`src/hw/rsc_cfg.svh`:
```
`ifndef RSC_CFG_SVH
`define RSC_CFG_SVH

`define RSC_FRAME_W    16
`define RSC_CMD_HI     15
`define RSC_CMD_LO     12
`define RSC_SUB_HI     2
`define RSC_SUB_LO     0
`define RSC_CMD_CTRL   4'h2
`define RSC_CMD_CFG    4'h4
`define RSC_CMD_CFGREQ 4'h7
`define RSC_CMD_STREQ  4'h8
`define RSC_SUB_B      3'h1
`define RSC_SUB_E      3'h4
`define RSC_SUB_A      3'h0
`define RSC_SWR_HI     10
`define RSC_SWR_LO     9
`define RSC_SWR_GO     2'h1
`define RSC_TRIG_BIT   8
`define RSC_SPREAD_BIT 2
`define RSC_FLAG_BIT   11
`define RSC_ST_HI      8
`define RSC_ST_LO      6
`define RSC_ST_PASS    3'h7
`define RSC_ST_FAIL    3'h4
`define RSC_ST_NONE    3'h0
`define RSC_SW_RST_CYC 2'h2
`define RSC_BIT_CNT_W  5
`define RSC_FRAME_BITS 5'h10
`define RSC_CNT_W      16
`define RSC_CLK_MHZ    50
`define RSC_T_POR_US   300
`define RSC_T_FIL_US   50
`define RSC_T_REF_US   100
`define RSC_T_DUR_US   130
`define RSC_POR_CYC    (`RSC_T_POR_US * `RSC_CLK_MHZ)
`define RSC_FIL_CYC    (`RSC_T_FIL_US * `RSC_CLK_MHZ)
`define RSC_REF_CYC    (`RSC_T_REF_US * `RSC_CLK_MHZ)
`define RSC_DUR_CYC    (`RSC_T_DUR_US * `RSC_CLK_MHZ)

`endif

```
`src/hw/rsc_pkg.sv`:
```
`include "rsc_cfg.svh"
package rsc_pkg;
  typedef enum logic [2:0] {
    SC_IDLE = 3'h1,
    SC_RUN  = 3'h2,
    SC_DONE = 3'h4
  } rsc_check_e;
  typedef logic [`RSC_FRAME_W-1:0] rsc_frame_t;
  typedef logic [`RSC_ST_HI-`RSC_ST_LO:0] rsc_status_t;
endpackage

```
`src/hw/rsc_frame_if.sv`:
```
`timescale 1ns/1ps
interface rsc_frame_if;
  rsc_pkg::rsc_frame_t rx_word;
  logic                rx_valid;
  rsc_pkg::rsc_frame_t tx_word;
  modport link (output rx_word, output rx_valid, input tx_word);
  modport core (input rx_word, input rx_valid, output tx_word);
endinterface

```
`src/hw/rsc_timer.sv`:
```
`timescale 1ns/1ps
`include "rsc_cfg.svh"
module rsc_timer #(
  parameter int unsigned COUNT = 1
) (
  input  wire logic clock,
  input  wire logic rstn,
  input  wire logic restart,
  input  wire logic enable,
  output logic      expired
);
  localparam logic [`RSC_CNT_W-1:0] LAST = `RSC_CNT_W'(COUNT - 1);

  logic [`RSC_CNT_W-1:0] cnt_q, cnt_d;
  logic                  exp_q, exp_d;

  always_comb begin
    cnt_d = cnt_q;
    exp_d = exp_q;
    if (restart) begin
      cnt_d = '0;
      exp_d = 1'h0;
    end else if (enable && !exp_q) begin
      if (cnt_q == LAST) begin
        exp_d = 1'h1;
      end
      cnt_d = cnt_q + `RSC_CNT_W'(1);
    end
  end

  always_ff @(posedge clock) begin
    if (!rstn) begin
      cnt_q <= '0;
      exp_q <= 1'h0;
    end else begin
      cnt_q <= cnt_d;
      exp_q <= exp_d;
    end
  end

  assign expired = exp_q;

  a_timer_count: assert property (@(posedge clock) disable iff (!rstn)
    $rose(exp_q) |-> ($past(cnt_q) == LAST && $past(enable)))
    else $error("Timer expired at wrong count");
endmodule

```
`src/hw/rsc_spi_link.sv`:
```
`timescale 1ns/1ps
`include "rsc_cfg.svh"
module rsc_spi_link (
  input  wire logic   clock,
  input  wire logic   rstn,
  input  wire logic   sclk,
  input  wire logic   cs_n,
  input  wire logic   sdi,
  output logic        sdo,
  output logic        sdo_oe,
  rsc_frame_if.link   frame
);
  logic                     sclk_s1_q, sclk_s2_q, sclk_s3_q;
  logic                     cs_s1_q, cs_s2_q, cs_s3_q;
  logic                     sdi_s1_q, sdi_s2_q;
  rsc_pkg::rsc_frame_t      rx_q, rx_d, tx_q, tx_d;
  logic [`RSC_BIT_CNT_W-1:0] cnt_q, cnt_d;
  logic                     valid_q, valid_d;
  logic                     rise, fall, start, stop;

  // Sclk is slow against our clock, so plain three-flop sampling finds its edges
  always_ff @(posedge clock) begin
    sclk_s1_q <= sclk;
    sclk_s2_q <= sclk_s1_q;
    sclk_s3_q <= sclk_s2_q;
    cs_s1_q   <= cs_n;
    cs_s2_q   <= cs_s1_q;
    cs_s3_q   <= cs_s2_q;
    sdi_s1_q  <= sdi;
    sdi_s2_q  <= sdi_s1_q;
  end

  assign rise  = sclk_s2_q & ~sclk_s3_q;
  assign fall  = ~sclk_s2_q & sclk_s3_q;
  assign start = cs_s3_q & ~cs_s2_q;
  assign stop  = ~cs_s3_q & cs_s2_q;

  always_comb begin
    rx_d    = rx_q;
    tx_d    = tx_q;
    cnt_d   = cnt_q;
    valid_d = 1'h0;
    if (start) begin
      tx_d  = frame.tx_word;
      cnt_d = '0;
    end else if (!cs_s2_q) begin
      if (rise) begin
        rx_d = {rx_q[`RSC_FRAME_W-2:0], sdi_s2_q};
        if (cnt_q != `RSC_FRAME_BITS + 5'h1) begin
          cnt_d = cnt_q + 5'h1;
        end
      end
      if (fall) begin
        tx_d = {tx_q[`RSC_FRAME_W-2:0], 1'h0};
      end
    end
    // Frames of the wrong length are dropped whole
    if (stop && cnt_q == `RSC_FRAME_BITS) begin
      valid_d = 1'h1;
    end
  end

  always_ff @(posedge clock) begin
    if (!rstn) begin
      rx_q    <= '0;
      tx_q    <= '0;
      cnt_q   <= '0;
      valid_q <= 1'h0;
    end else begin
      rx_q    <= rx_d;
      tx_q    <= tx_d;
      cnt_q   <= cnt_d;
      valid_q <= valid_d;
    end
  end

  assign sdo            = tx_q[`RSC_FRAME_W-1];
  assign sdo_oe         = ~cs_s2_q;
  assign frame.rx_word  = rx_q;
  assign frame.rx_valid = valid_q;
endmodule

```
`src/hw/rsc_top.sv`:
```
// Contract
// Supply reset low forces bridge tri-state
// Any internal reset keeps bridge tri-state
// Leaving reset restores default configuration
// Reset released within 300 us of supply
// Frame 2 code 01 resets; others ignored
// Software reset lasts exactly two clocks
// Reset entered at once from either source
// Reset asserts asynchronously, releases synchronously
// Software reset never touches supply reset
// Reset flag set by reset, read clears
// Spread disable setting, default 0, echoed
// Bridge tri-state until self-check done
// Trigger accepted only after reset or fail
// Start lowers threshold, starts three timers
// Over-voltage at filter end means pass
// No over-voltage at filter end fails
// Filter unfinished at reference end fails
// Reference end restores normal threshold
// Comparator rising edge restarts filter timer
// After pass, first PWM edge enables bridge
// Duration end sets done regardless
// Status code: 0xx, 100 fail, 111 pass
// All timing counted on system clock
`timescale 1ns/1ps
`include "rsc_cfg.svh"
module rsc_top #(
  parameter int unsigned REF_CYC = `RSC_REF_CYC,
  parameter int unsigned DUR_CYC = `RSC_DUR_CYC
) (
  input  wire logic clock,
  input  wire logic rstn,
  input  wire logic por_n,
  input  wire logic sclk,
  input  wire logic cs_n,
  input  wire logic sdi,
  output logic      sdo,
  output logic      sdo_oe,
  input  wire logic ov_comp,
  input  wire logic pwm,
  output logic      bridge_tristate,
  output logic      ov_threshold_lower,
  output logic      spread_disable,
  output logic      self_check_done,
  output logic      por_rst_n,
  output logic      int_rst_n
);
  localparam int unsigned FIL_CYC = `RSC_FIL_CYC;
  rsc_frame_if frame ();
  logic                por_s1_q, por_s2_q;
  logic [1:0]          swcnt_q, swcnt_d;
  logic                sw_active, core_rst, link_rstn;
  logic                ov_s1_q, ov_s2_q, ov_s3_q;
  logic                pwm_s1_q, pwm_s2_q, pwm_s3_q;
  logic                ov_rise, pwm_edge;
  rsc_pkg::rsc_check_e sc_state_q, sc_state_d;
  logic                verdict_q, verdict_d, pass_q, pass_d;
  logic                lower_q, lower_d;
  logic                fil_exp, ref_exp, dur_exp, fil_restart, run;
  logic                armed_q, armed_d, passed;
  logic                spread_q, spread_d, flag_q, flag_d;
  rsc_pkg::rsc_frame_t tx_q, tx_d;
  rsc_pkg::rsc_status_t status;
  logic                sw_req, trig_req, trig_ok, start, read_flag;

  function automatic logic is_cmd(input rsc_pkg::rsc_frame_t w, input logic [3:0] code);
    is_cmd = (w[`RSC_CMD_HI:`RSC_CMD_LO] == code);
  endfunction
  function automatic logic is_sub(input rsc_pkg::rsc_frame_t w, input logic [2:0] code);
    is_sub = (w[`RSC_SUB_HI:`RSC_SUB_LO] == code);
  endfunction
  // Supply reset: clears at once, releases through two flops
  always_ff @(posedge clock or negedge por_n) begin
    if (!por_n) begin
      por_s1_q <= 1'h0;
      por_s2_q <= 1'h0;
    end else begin
      por_s1_q <= 1'h1;
      por_s2_q <= por_s1_q;
    end
  end

  // Only the supply drives this output
  assign por_rst_n = por_s2_q;

  always_comb begin
    swcnt_d = swcnt_q;
    if (!rstn || !por_s2_q) begin
      swcnt_d = 2'h0;
    end else if (sw_req) begin
      swcnt_d = `RSC_SW_RST_CYC;
    end else if (swcnt_q != 2'h0) begin
      swcnt_d = swcnt_q - 2'h1;
    end
  end

  always_ff @(posedge clock) begin
    swcnt_q <= swcnt_d;
  end
  assign sw_active = (swcnt_q != 2'h0);
  // Supply pin feeds the output directly so reset takes hold without a clock
  assign int_rst_n = por_n & por_s2_q & ~sw_active;
  assign core_rst  = !rstn || !por_s2_q || sw_active;
  // Link survives a software reset so the answer frame is not torn
  assign link_rstn = rstn & por_s2_q;
  always_ff @(posedge clock) begin
    ov_s1_q  <= ov_comp;
    ov_s2_q  <= ov_s1_q;
    ov_s3_q  <= ov_s2_q;
    pwm_s1_q <= pwm;
    pwm_s2_q <= pwm_s1_q;
    pwm_s3_q <= pwm_s2_q;
  end

  assign ov_rise  = ov_s2_q & ~ov_s3_q;
  assign pwm_edge = pwm_s2_q ^ pwm_s3_q;
  rsc_spi_link u_link (.clock(clock), .rstn(link_rstn), .sclk(sclk), .cs_n(cs_n), .sdi(sdi),
                       .sdo(sdo), .sdo_oe(sdo_oe), .frame(frame.link));
  // Command decode
  always_comb begin
    sw_req    = 1'h0;
    trig_req  = 1'h0;
    read_flag = 1'h0;
    if (frame.rx_valid && is_cmd(frame.rx_word, `RSC_CMD_CTRL)) begin
      sw_req   = (frame.rx_word[`RSC_SWR_HI:`RSC_SWR_LO] == `RSC_SWR_GO);
      // A reset in the same frame wins over the trigger
      trig_req = frame.rx_word[`RSC_TRIG_BIT] && !sw_req;
    end else if (frame.rx_valid && is_cmd(frame.rx_word, `RSC_CMD_CFGREQ)) begin
      read_flag = is_sub(frame.rx_word, `RSC_SUB_E);
    end
  end

  assign run     = (sc_state_q == rsc_pkg::SC_RUN);
  assign trig_ok = (sc_state_q == rsc_pkg::SC_IDLE) ||
                   (sc_state_q == rsc_pkg::SC_DONE && !pass_q);
  assign start   = trig_req && trig_ok && !core_rst;
  assign passed  = (sc_state_q == rsc_pkg::SC_DONE) && pass_q;
  // Restarts stop mattering once a verdict is in
  assign fil_restart = start || (run && ov_rise && !verdict_q);
  rsc_timer #(.COUNT(FIL_CYC)) u_fil (.clock(clock), .rstn(!core_rst), .restart(fil_restart),
                                     .enable(run), .expired(fil_exp));
  rsc_timer #(.COUNT(REF_CYC)) u_ref (.clock(clock), .rstn(!core_rst), .restart(start),
                                     .enable(run), .expired(ref_exp));
  rsc_timer #(.COUNT(DUR_CYC)) u_dur (.clock(clock), .rstn(!core_rst), .restart(start),
                                     .enable(run), .expired(dur_exp));
  // Self-check sequence
  always_comb begin
    sc_state_d = sc_state_q;
    verdict_d  = verdict_q;
    pass_d     = pass_q;
    lower_d    = lower_q;
    case (sc_state_q)
      rsc_pkg::SC_IDLE: begin
        if (start) begin
          sc_state_d = rsc_pkg::SC_RUN;
        end
      end
      rsc_pkg::SC_RUN: begin
        if (fil_exp && !verdict_q) begin
          verdict_d = 1'h1;
          pass_d    = ov_s2_q;
        end else if (ref_exp && !verdict_q) begin
          verdict_d = 1'h1;
          pass_d    = 1'h0;
        end
        if (ref_exp) begin
          lower_d = 1'h0;
        end
        if (dur_exp) begin
          sc_state_d = rsc_pkg::SC_DONE;
          lower_d    = 1'h0;
        end
      end
      rsc_pkg::SC_DONE: begin
        if (start) begin
          sc_state_d = rsc_pkg::SC_RUN;
        end
      end
      default: begin
        sc_state_d = rsc_pkg::SC_IDLE;
      end
    endcase
    if (start) begin
      verdict_d = 1'h0;
      pass_d    = 1'h0;
      lower_d   = 1'h1;
    end
  end

  always_ff @(posedge clock) begin
    if (core_rst) begin
      sc_state_q <= rsc_pkg::SC_IDLE;
      verdict_q  <= 1'h0;
      pass_q     <= 1'h0;
      lower_q    <= 1'h0;
    end else begin
      sc_state_q <= sc_state_d;
      verdict_q  <= verdict_d;
      pass_q     <= pass_d;
      lower_q    <= lower_d;
    end
  end
  assign status = (sc_state_q != rsc_pkg::SC_DONE) ? `RSC_ST_NONE :
                  pass_q ? `RSC_ST_PASS : `RSC_ST_FAIL;
  // Bridge arming waits for a PWM edge after a pass
  always_comb begin
    armed_d = armed_q;
    if (!passed) begin
      armed_d = 1'h0;
    end else if (pwm_edge) begin
      armed_d = 1'h1;
    end
  end

  always_ff @(posedge clock) begin
    if (core_rst) begin
      armed_q <= 1'h0;
    end else begin
      armed_q <= armed_d;
    end
  end
  assign bridge_tristate = !por_n || !por_s2_q || sw_active || !rstn || !armed_q;
  // Registers and answer word
  always_comb begin
    spread_d = spread_q;
    flag_d   = flag_q;
    tx_d     = tx_q;
    if (read_flag) begin
      flag_d = 1'h0;
    end
    if (frame.rx_valid) begin
      tx_d = '0;
      tx_d[`RSC_CMD_HI:`RSC_CMD_LO] = frame.rx_word[`RSC_CMD_HI:`RSC_CMD_LO];
      if (is_cmd(frame.rx_word, `RSC_CMD_CFG)) begin
        spread_d = frame.rx_word[`RSC_SPREAD_BIT];
        tx_d[`RSC_SPREAD_BIT] = frame.rx_word[`RSC_SPREAD_BIT];
      end else if (is_cmd(frame.rx_word, `RSC_CMD_CFGREQ)) begin
        if (is_sub(frame.rx_word, `RSC_SUB_B)) begin
          tx_d[`RSC_SPREAD_BIT] = spread_q;
        end else if (is_sub(frame.rx_word, `RSC_SUB_E)) begin
          tx_d[`RSC_FLAG_BIT] = flag_q;
        end
      end else if (is_cmd(frame.rx_word, `RSC_CMD_STREQ)) begin
        if (is_sub(frame.rx_word, `RSC_SUB_A)) begin
          tx_d[`RSC_ST_HI:`RSC_ST_LO] = status;
        end
      end
    end
  end

  always_ff @(posedge clock) begin
    if (core_rst) begin
      spread_q <= 1'h0;
      flag_q   <= 1'h1;
    end else begin
      spread_q <= spread_d;
      flag_q   <= flag_d;
    end
  end

  always_ff @(posedge clock) begin
    if (!link_rstn) begin
      tx_q <= '0;
    end else begin
      tx_q <= tx_d;
    end
  end

  assign frame.tx_word      = tx_q;
  assign spread_disable     = spread_q;
  assign ov_threshold_lower = lower_q;
  assign self_check_done    = (sc_state_q == rsc_pkg::SC_DONE);
  a_por_tristate: assert property (@(posedge clock)
    !por_n |-> bridge_tristate)
    else $error("Bridge driven under supply reset");
  a_rst_tristate: assert property (@(posedge clock) disable iff (!rstn)
    !int_rst_n |-> bridge_tristate)
    else $error("Bridge driven under internal reset");
  a_spread_default: assert property (@(posedge clock) disable iff (!rstn)
    core_rst |=> !spread_q)
    else $error("Spread setting not restored");
  a_por_release: assert property (@(posedge clock) disable iff (!rstn)
    $rose(por_n) ##1 por_n [*2] |-> por_rst_n)
    else $error("Supply reset released too late");
  a_sw_rst_len: assert property (@(posedge clock) disable iff (!rstn || !por_s2_q)
    $rose(sw_active) |-> sw_active ##1 sw_active ##1 !sw_active)
    else $error("Software reset not two clocks");
  a_sw_keeps_por: assert property (@(posedge clock) disable iff (!rstn)
    (sw_active && por_s2_q) |=> por_rst_n)
    else $error("Software reset touched supply reset");
  a_flag_set: assert property (@(posedge clock) disable iff (!rstn)
    core_rst |=> flag_q)
    else $error("Reset flag not set after reset");
  a_flag_clear: assert property (@(posedge clock) disable iff (!rstn)
    (read_flag && !core_rst) |=> !flag_q)
    else $error("Reset flag not cleared by read");
  a_check_gate: assert property (@(posedge clock) disable iff (!rstn)
    !passed |-> bridge_tristate)
    else $error("Bridge enabled before pass");
  a_pass_sticky: assert property (@(posedge clock) disable iff (core_rst)
    (passed && trig_req) |=> passed && !lower_q)
    else $error("Trigger accepted after pass");
  a_start_lower: assert property (@(posedge clock) disable iff (core_rst)
    start |=> lower_q && run && !ref_exp && !dur_exp && !fil_exp)
    else $error("Start did not lower threshold");
  a_grade_pass: assert property (@(posedge clock) disable iff (core_rst)
    (run && fil_exp && !verdict_q && ov_s2_q) |=> verdict_q && pass_q)
    else $error("Pass not graded");
  a_grade_fail: assert property (@(posedge clock) disable iff (core_rst)
    (run && fil_exp && !verdict_q && !ov_s2_q) |=> verdict_q && !pass_q)
    else $error("Fail not graded");
  a_ref_fail: assert property (@(posedge clock) disable iff (core_rst)
    (run && ref_exp && !fil_exp && !verdict_q) |=> verdict_q && !pass_q)
    else $error("Unfinished filter not failed");
  a_ref_restore: assert property (@(posedge clock) disable iff (core_rst)
    (ref_exp && !start) |=> !lower_q)
    else $error("Threshold not restored");
  a_fil_restart: assert property (@(posedge clock) disable iff (core_rst)
    (run && ov_rise && !verdict_q) |=> !fil_exp)
    else $error("Filter not restarted");
  a_arm_edge: assert property (@(posedge clock) disable iff (core_rst)
    $rose(armed_q) |-> $past(pwm_edge) && $past(passed))
    else $error("Bridge armed without PWM edge");
  a_dur_done: assert property (@(posedge clock) disable iff (core_rst)
    (run && dur_exp && !start) |=> self_check_done && verdict_q)
    else $error("Done not set at duration end");
  // Checks the answer word itself, not the status expression
  a_status_code: assert property (@(posedge clock) disable iff (core_rst)
    (frame.rx_valid && is_cmd(frame.rx_word, `RSC_CMD_STREQ) && is_sub(frame.rx_word, `RSC_SUB_A))
    |=> (tx_q[`RSC_ST_HI] == $past(self_check_done)) &&
        (tx_q[`RSC_ST_HI-1:`RSC_ST_LO] == {2{$past(self_check_done && pass_q)}}))
    else $error("Status code wrong");
endmodule

```
`config.mk`:
```
export PLATFORM = sky130hd
export DESIGN_NAME = rsc_top
export DESIGN_NICKNAME = d
export VERILOG_FILES = /design/src/hw/rsc_pkg.sv /design/src/hw/rsc_frame_if.sv /design/src/hw/rsc_timer.sv /design/src/hw/rsc_spi_link.sv /design/src/hw/rsc_top.sv
export VERILOG_INCLUDE_DIRS = /design/src /design/src/hw
export SDC_FILE = /design/constraint.sdc
export NUM_CORES = 1
export LEC_CHECK = 0
export ABC_AREA = 1
export BUFFER_PORTS_ARGS = -buffer_cell sky130_fd_sc_hd__buf_2
export CAP_MARGIN = 20
export CORE_AREA = 4 4 120 122
export CTS_CLUSTER_DIAMETER = 200
export DETAILED_ROUTE_END_ITERATION = 7
export DIE_AREA = 0 0 124 126
export GPL_ROUTABILITY_DRIVEN = 0
export SLEW_MARGIN = 20
export SYNTH_ARGS = -nofsm -noshare
export SYNTH_HDL_FRONTEND = slang
export SYNTH_HIERARCHICAL = 1
export SYNTH_SLANG_ARGS = --single-unit
```
`constraint.sdc`:
```
create_clock -name clock -period 3.85 [get_ports clock]
set_clock_uncertainty 0.05 [all_clocks]
set_input_delay 0.1925 -clock clock [delete_from_list [all_inputs] [get_ports clock]]
set_output_delay 0.1925 -clock clock [all_outputs]
set_load 0.005 [all_outputs]
```
==> run summary <==
The flow ran to the end, and the final reports show no timing, DRC or antenna violations. Global routing used 16.38% of the available tracks. For this design, the CTS-stage hold fixing added 6 buffers. The mean instance size in the synthesized netlist came out at 7.271 um^2. The run gives 42.2% as the share of power burned in registers. Summed over all cells, the static leakage comes to 2.554 nW. The largest individual stage delay along the critical path comes from the cell sky130_fd_sc_hd__nor2_1. The die covers 15,620 um^2.

From bottom edge to top edge, the die measures 126 um. The post-route standard cell area excluding fillers is 6721 um^2. After detailed routing, the number of remaining DRC violations is 0. After synthesis, the cell types taking the most area are sky130_fd_sc_hd__dfxtp_1 42%, sky130_fd_sc_hd__nand2_1 10%, sky130_fd_sc_hd__nor2_1 9.9%.

The via count of the first global-routing pass came out at 4,640. Critical path required time: 4130 ps. Summing all multi-input logic gate instances after layout gives 2887 um^2. The cell area after synthesis is 5773 um^2. The biggest area contributor in the post-synthesis netlist is sky130_fd_sc_hd__dfxtp_1.

The tools report the total number of clock tree sinks as 124. The tools report the initial antenna violation count as 0. Worst setup path category: flop to flop. The count of nets left with antenna violations once routing finished came out at 0. The count of max-cap constraint violations came out at 0. Summed over all layers, the global routing overflow is 0. The period utilization came out at 56.51%.

Timing startpoint of the critical path: u_link/frame.rx_valid. The internal portion of the total power is 2.491 mW. During I/O placement, the number of pins put on the boundary was 16. The logs give 4,875 for the overall via count from detail_route and 20.63 mm for the global-route wire length before repair. The run gives 843 as the final-stage net count. For this block, the routed nets add up to 11.81 mm of wire. After routing, the total negative slack on setup checks comes to 0 ps. The iteration-0 DRC count of the detailed router is 308. The tools report the number of buffers on the longest clock path as 2. Clock tree synthesis inserted a total of 17 buffers. The library cells used most frequently in the layout, excluding fill and tap cells, are 155 x sky130_fd_sc_hd__nand2_1, 153 x sky130_fd_sc_hd__nor2_1, 122 x sky130_fd_sc_hd__dfxtp_1. The register clock-pin slew on the reported worst setup and hold paths came out at 50 ps.

Setup repair after global routing left no endpoint under its margin. Using the TritonRoute via totals, the vias-per-cell ratio works out to 4.789. The total number of placement rows was 42. Number of gates given a new drive strength after cts: 0.

The level count of the clock H-tree was 4. In this run the worst path has a maximum fanout of 11. The number of max-slew violations in the final report is 0. The routed length per placed instance works out to 11.60 um. The minimum period implied by the final worst setup slack was 2176 ps. The kind of capture point of the worst setup path is a flop. Commonest non-fill, non-tap cell in the layout: sky130_fd_sc_hd__nand2_1. TritonCTS built the clock tree.

Static timing analysis puts the maximum clock frequency at 459.6 MHz. Of the total power, the clock network draws 54.5%. Once the floorplan was initialized, standard cells occupied 43.77% of the core. In this run the critical register-to-register path is launched from u_link/frame.rx_valid.

The placed instances occupy a cell area of 6018 um^2. Cells fill 50.96% of the core in the end. Clock tree synthesis selected as its root buffer the cell sky130_fd_sc_hd__clkbuf_16. The worst-case IR drop observed on VDD is 0.3299 mV. The region available for standard cell placement spans 13,190 um^2. The detailed-router iteration count before antenna repair was 5; the antenna diode count was 0. The Yosys step of the flow raised 6 warnings. The post-synthesis sequential area ratio is 43.17%, and the number of synthesized flops with an enable pin is 0. The tools report the element type at the critical path start as a flop. At the later pin of the worst-skew pair, clock insertion delay measures 410 ps. The number of buffers inserted to repair setup after CTS was 0; the flip-flop and latch count after synthesis was 124.

For the pin with the worst max-slew slack, the measured transition is 806.4 ps. Compared with the post-synthesis result, the final layout area differs by 16.43%. In this run the biggest area consumer among cell types represents 42.31% of the synthesized area. Yosys mapped the design onto 43 distinct sky130hd cell types. Traced cell by cell, the critical path runs through nand2_2, nor2_4, nand2_2, nor2_4, nand3_2, inv_1, nor2_1, inv_1, nor3_1. The cell area power density was 462.8 nW/um^2. The analysis attributes to net switching a power of 0.6195 mW. The class of the tightest hold or removal check was input pin to async pin.

Summed over all nets, the half-perimeter wirelength after detailed placement is 8.324 mm. In this run switching power makes up 19.92% of total power. The largest single stage delay on the critical path is 560 ps. In the synthesized netlist, the number of instances is 794. Entering global routing, the biggest net connects 34 pins. The filler cells instantiated in the layout total 1,258. Summing all flip-flop and latch instances after layout gives 2492 um^2. In the synthesized netlist the async set-or-reset flop fraction comes to 1.613%. The horizontal extent of the die works out to 124 um.

In this run the tool buffered the top-level ports with 15 buffer cells. Of the cells placed in the final design, the portion with a size suffix greater than 1 is 16.27%. The share of total power dissipated in combinational logic is 3.2%. The count of final hold-check violations came out at 0. Setup violations remaining at the end of the flow were counted as 0. The worst slew margin relative to its limit came out at 46.04%.

Among all flip-flop cells after synthesis, the most frequent one is sky130_fd_sc_hd__dfxtp_1. Data on the critical path arrives at its endpoint at 2460 ps.
[power by group through the flow]
stage                     logic, mW  clock network (mW)  registers, mW
after floorplan              0.0783                   0           1.34
after global placement       0.0954                   0           1.34
after detailed placement     0.0970                   0           1.34
after CTS                     0.102                1.74           1.31
after global routing          0.116                1.80           1.31
final                         0.101                1.70           1.31
[flip-flops by register name (all words and copies together), names as in the netlist, 2 cells and up]
name                  cells
u_dur/cnt_q              16
u_fil/cnt_q              16
u_link/frame.rx_word     16
u_link/tx_q              16
u_ref/cnt_q              16
frame.tx_word             8
u_link/cnt_q              5
sc_state_q                3
swcnt_q                   2
[critical path, delay by kind of cell (launching register included)]
| family | cells | cell delay (ps) |
|---|---|---|
| and+or+nand+nor | 7 | 1240 |
| DFF | 1 | 410 |
| buffers and inverters | 2 | 390 |
[through the flow]
step                hold slack, ps  worst slack (ps)  cells  power [mW]
floorplan                   -153.1              2317    800       1.417
global placement            -62.31              1815    980       1.436
detailed placement          -61.16              1679    980       1.438
CTS                          30.92              1665   1018       3.154
global route                 43.01              1469   1018       3.235
finish                       40.64              1674   1018       3.110
[path summary, 6_finish.rpt]
kind | end | slack (ps) | cells past startpoint
max | u_ref/cnt_q[6] | 1670 | 9
min | por_s1_q | 40 | 2
max reg2reg | u_ref/cnt_q[6] | 1670 | 9
min reg2reg | pwm_s2_q | 270 | 0
max in group asynchronous | por_rst_n | 3610 | 2
min in group clock | frame.tx_word[7] | 90 | 3
[synth_stat cells (3+ instances only)]
master                     instances
sky130_fd_sc_hd__a21oi_1          37
sky130_fd_sc_hd__nand2_4           3
sky130_fd_sc_hd__nand3_2          10
sky130_fd_sc_hd__o21ai_1          11
sky130_fd_sc_hd__inv_4             4
sky130_fd_sc_hd__nand3_1          36
sky130_fd_sc_hd__inv_1            68
sky130_fd_sc_hd__nor2_4           13
sky130_fd_sc_hd__buf_6             3
sky130_fd_sc_hd__nand2_1         155
sky130_fd_sc_hd__clkbuf_1          3
sky130_fd_sc_hd__nor2_1          153
sky130_fd_sc_hd__inv_2            14
sky130_fd_sc_hd__nand2_2          15
sky130_fd_sc_hd__o21ai_0          46
sky130_fd_sc_hd__xor2_1            5
sky130_fd_sc_hd__nor3_1           17
sky130_fd_sc_hd__a31oi_1           3
sky130_fd_sc_hd__nor3_2            4
sky130_fd_sc_hd__nand4_1          17
sky130_fd_sc_hd__nor2_2           18
sky130_fd_sc_hd__ha_1              6
sky130_fd_sc_hd__dfxtp_1         122
[cell families (layout without fill, tap and decap cells)]
| logic type | Yosys count | count (layout) | share of synthesized area [%] |
|---|---|---|---|
| and+or+nand+nor | 457 | 457 | 38.36 |
| DFF | 124 | 124 | 43.17 |
| AOI/OAI and AO/OA | 100 | 100 | 8.908 |
| buffers and inverters | 99 | 141 | 7.217 |
| adders and majority gates | 6 | 6 | 1.300 |
| xor gates and xnor gates | 6 | 6 | 0.9103 |
| other | 2 | 8 | 0.1301 |
[area by class of cell]
| cell class | count | area share (%) |
|---|---|---|
| clock buffer | 27 | 8.079 |
| clock inverter | 5 | 1.489 |
| inverter | 87 | 5.007 |
| multi-input combinational | 577 | 42.94 |
| sequential | 124 | 37.08 |
| tap | 176 | 3.276 |
| timing repair buffer | 22 | 2.122 |
[routing by layer]
| metal | share of wire [%] | vias up | GRT usage [%] |
|---|---|---|---|
| li1 | - | 2604 | - |
| met1 | 46 | 2181 | 19.71 |
| met2 | 48 | 70 | 26.95 |
| met3 | 3.7 | 20 | 4.933 |
| met4 | 1.9 | 0 | 6.959 |
| met5 | 0 | - | 0 |
No activity file was read; power rests on OpenSTA's default activity.
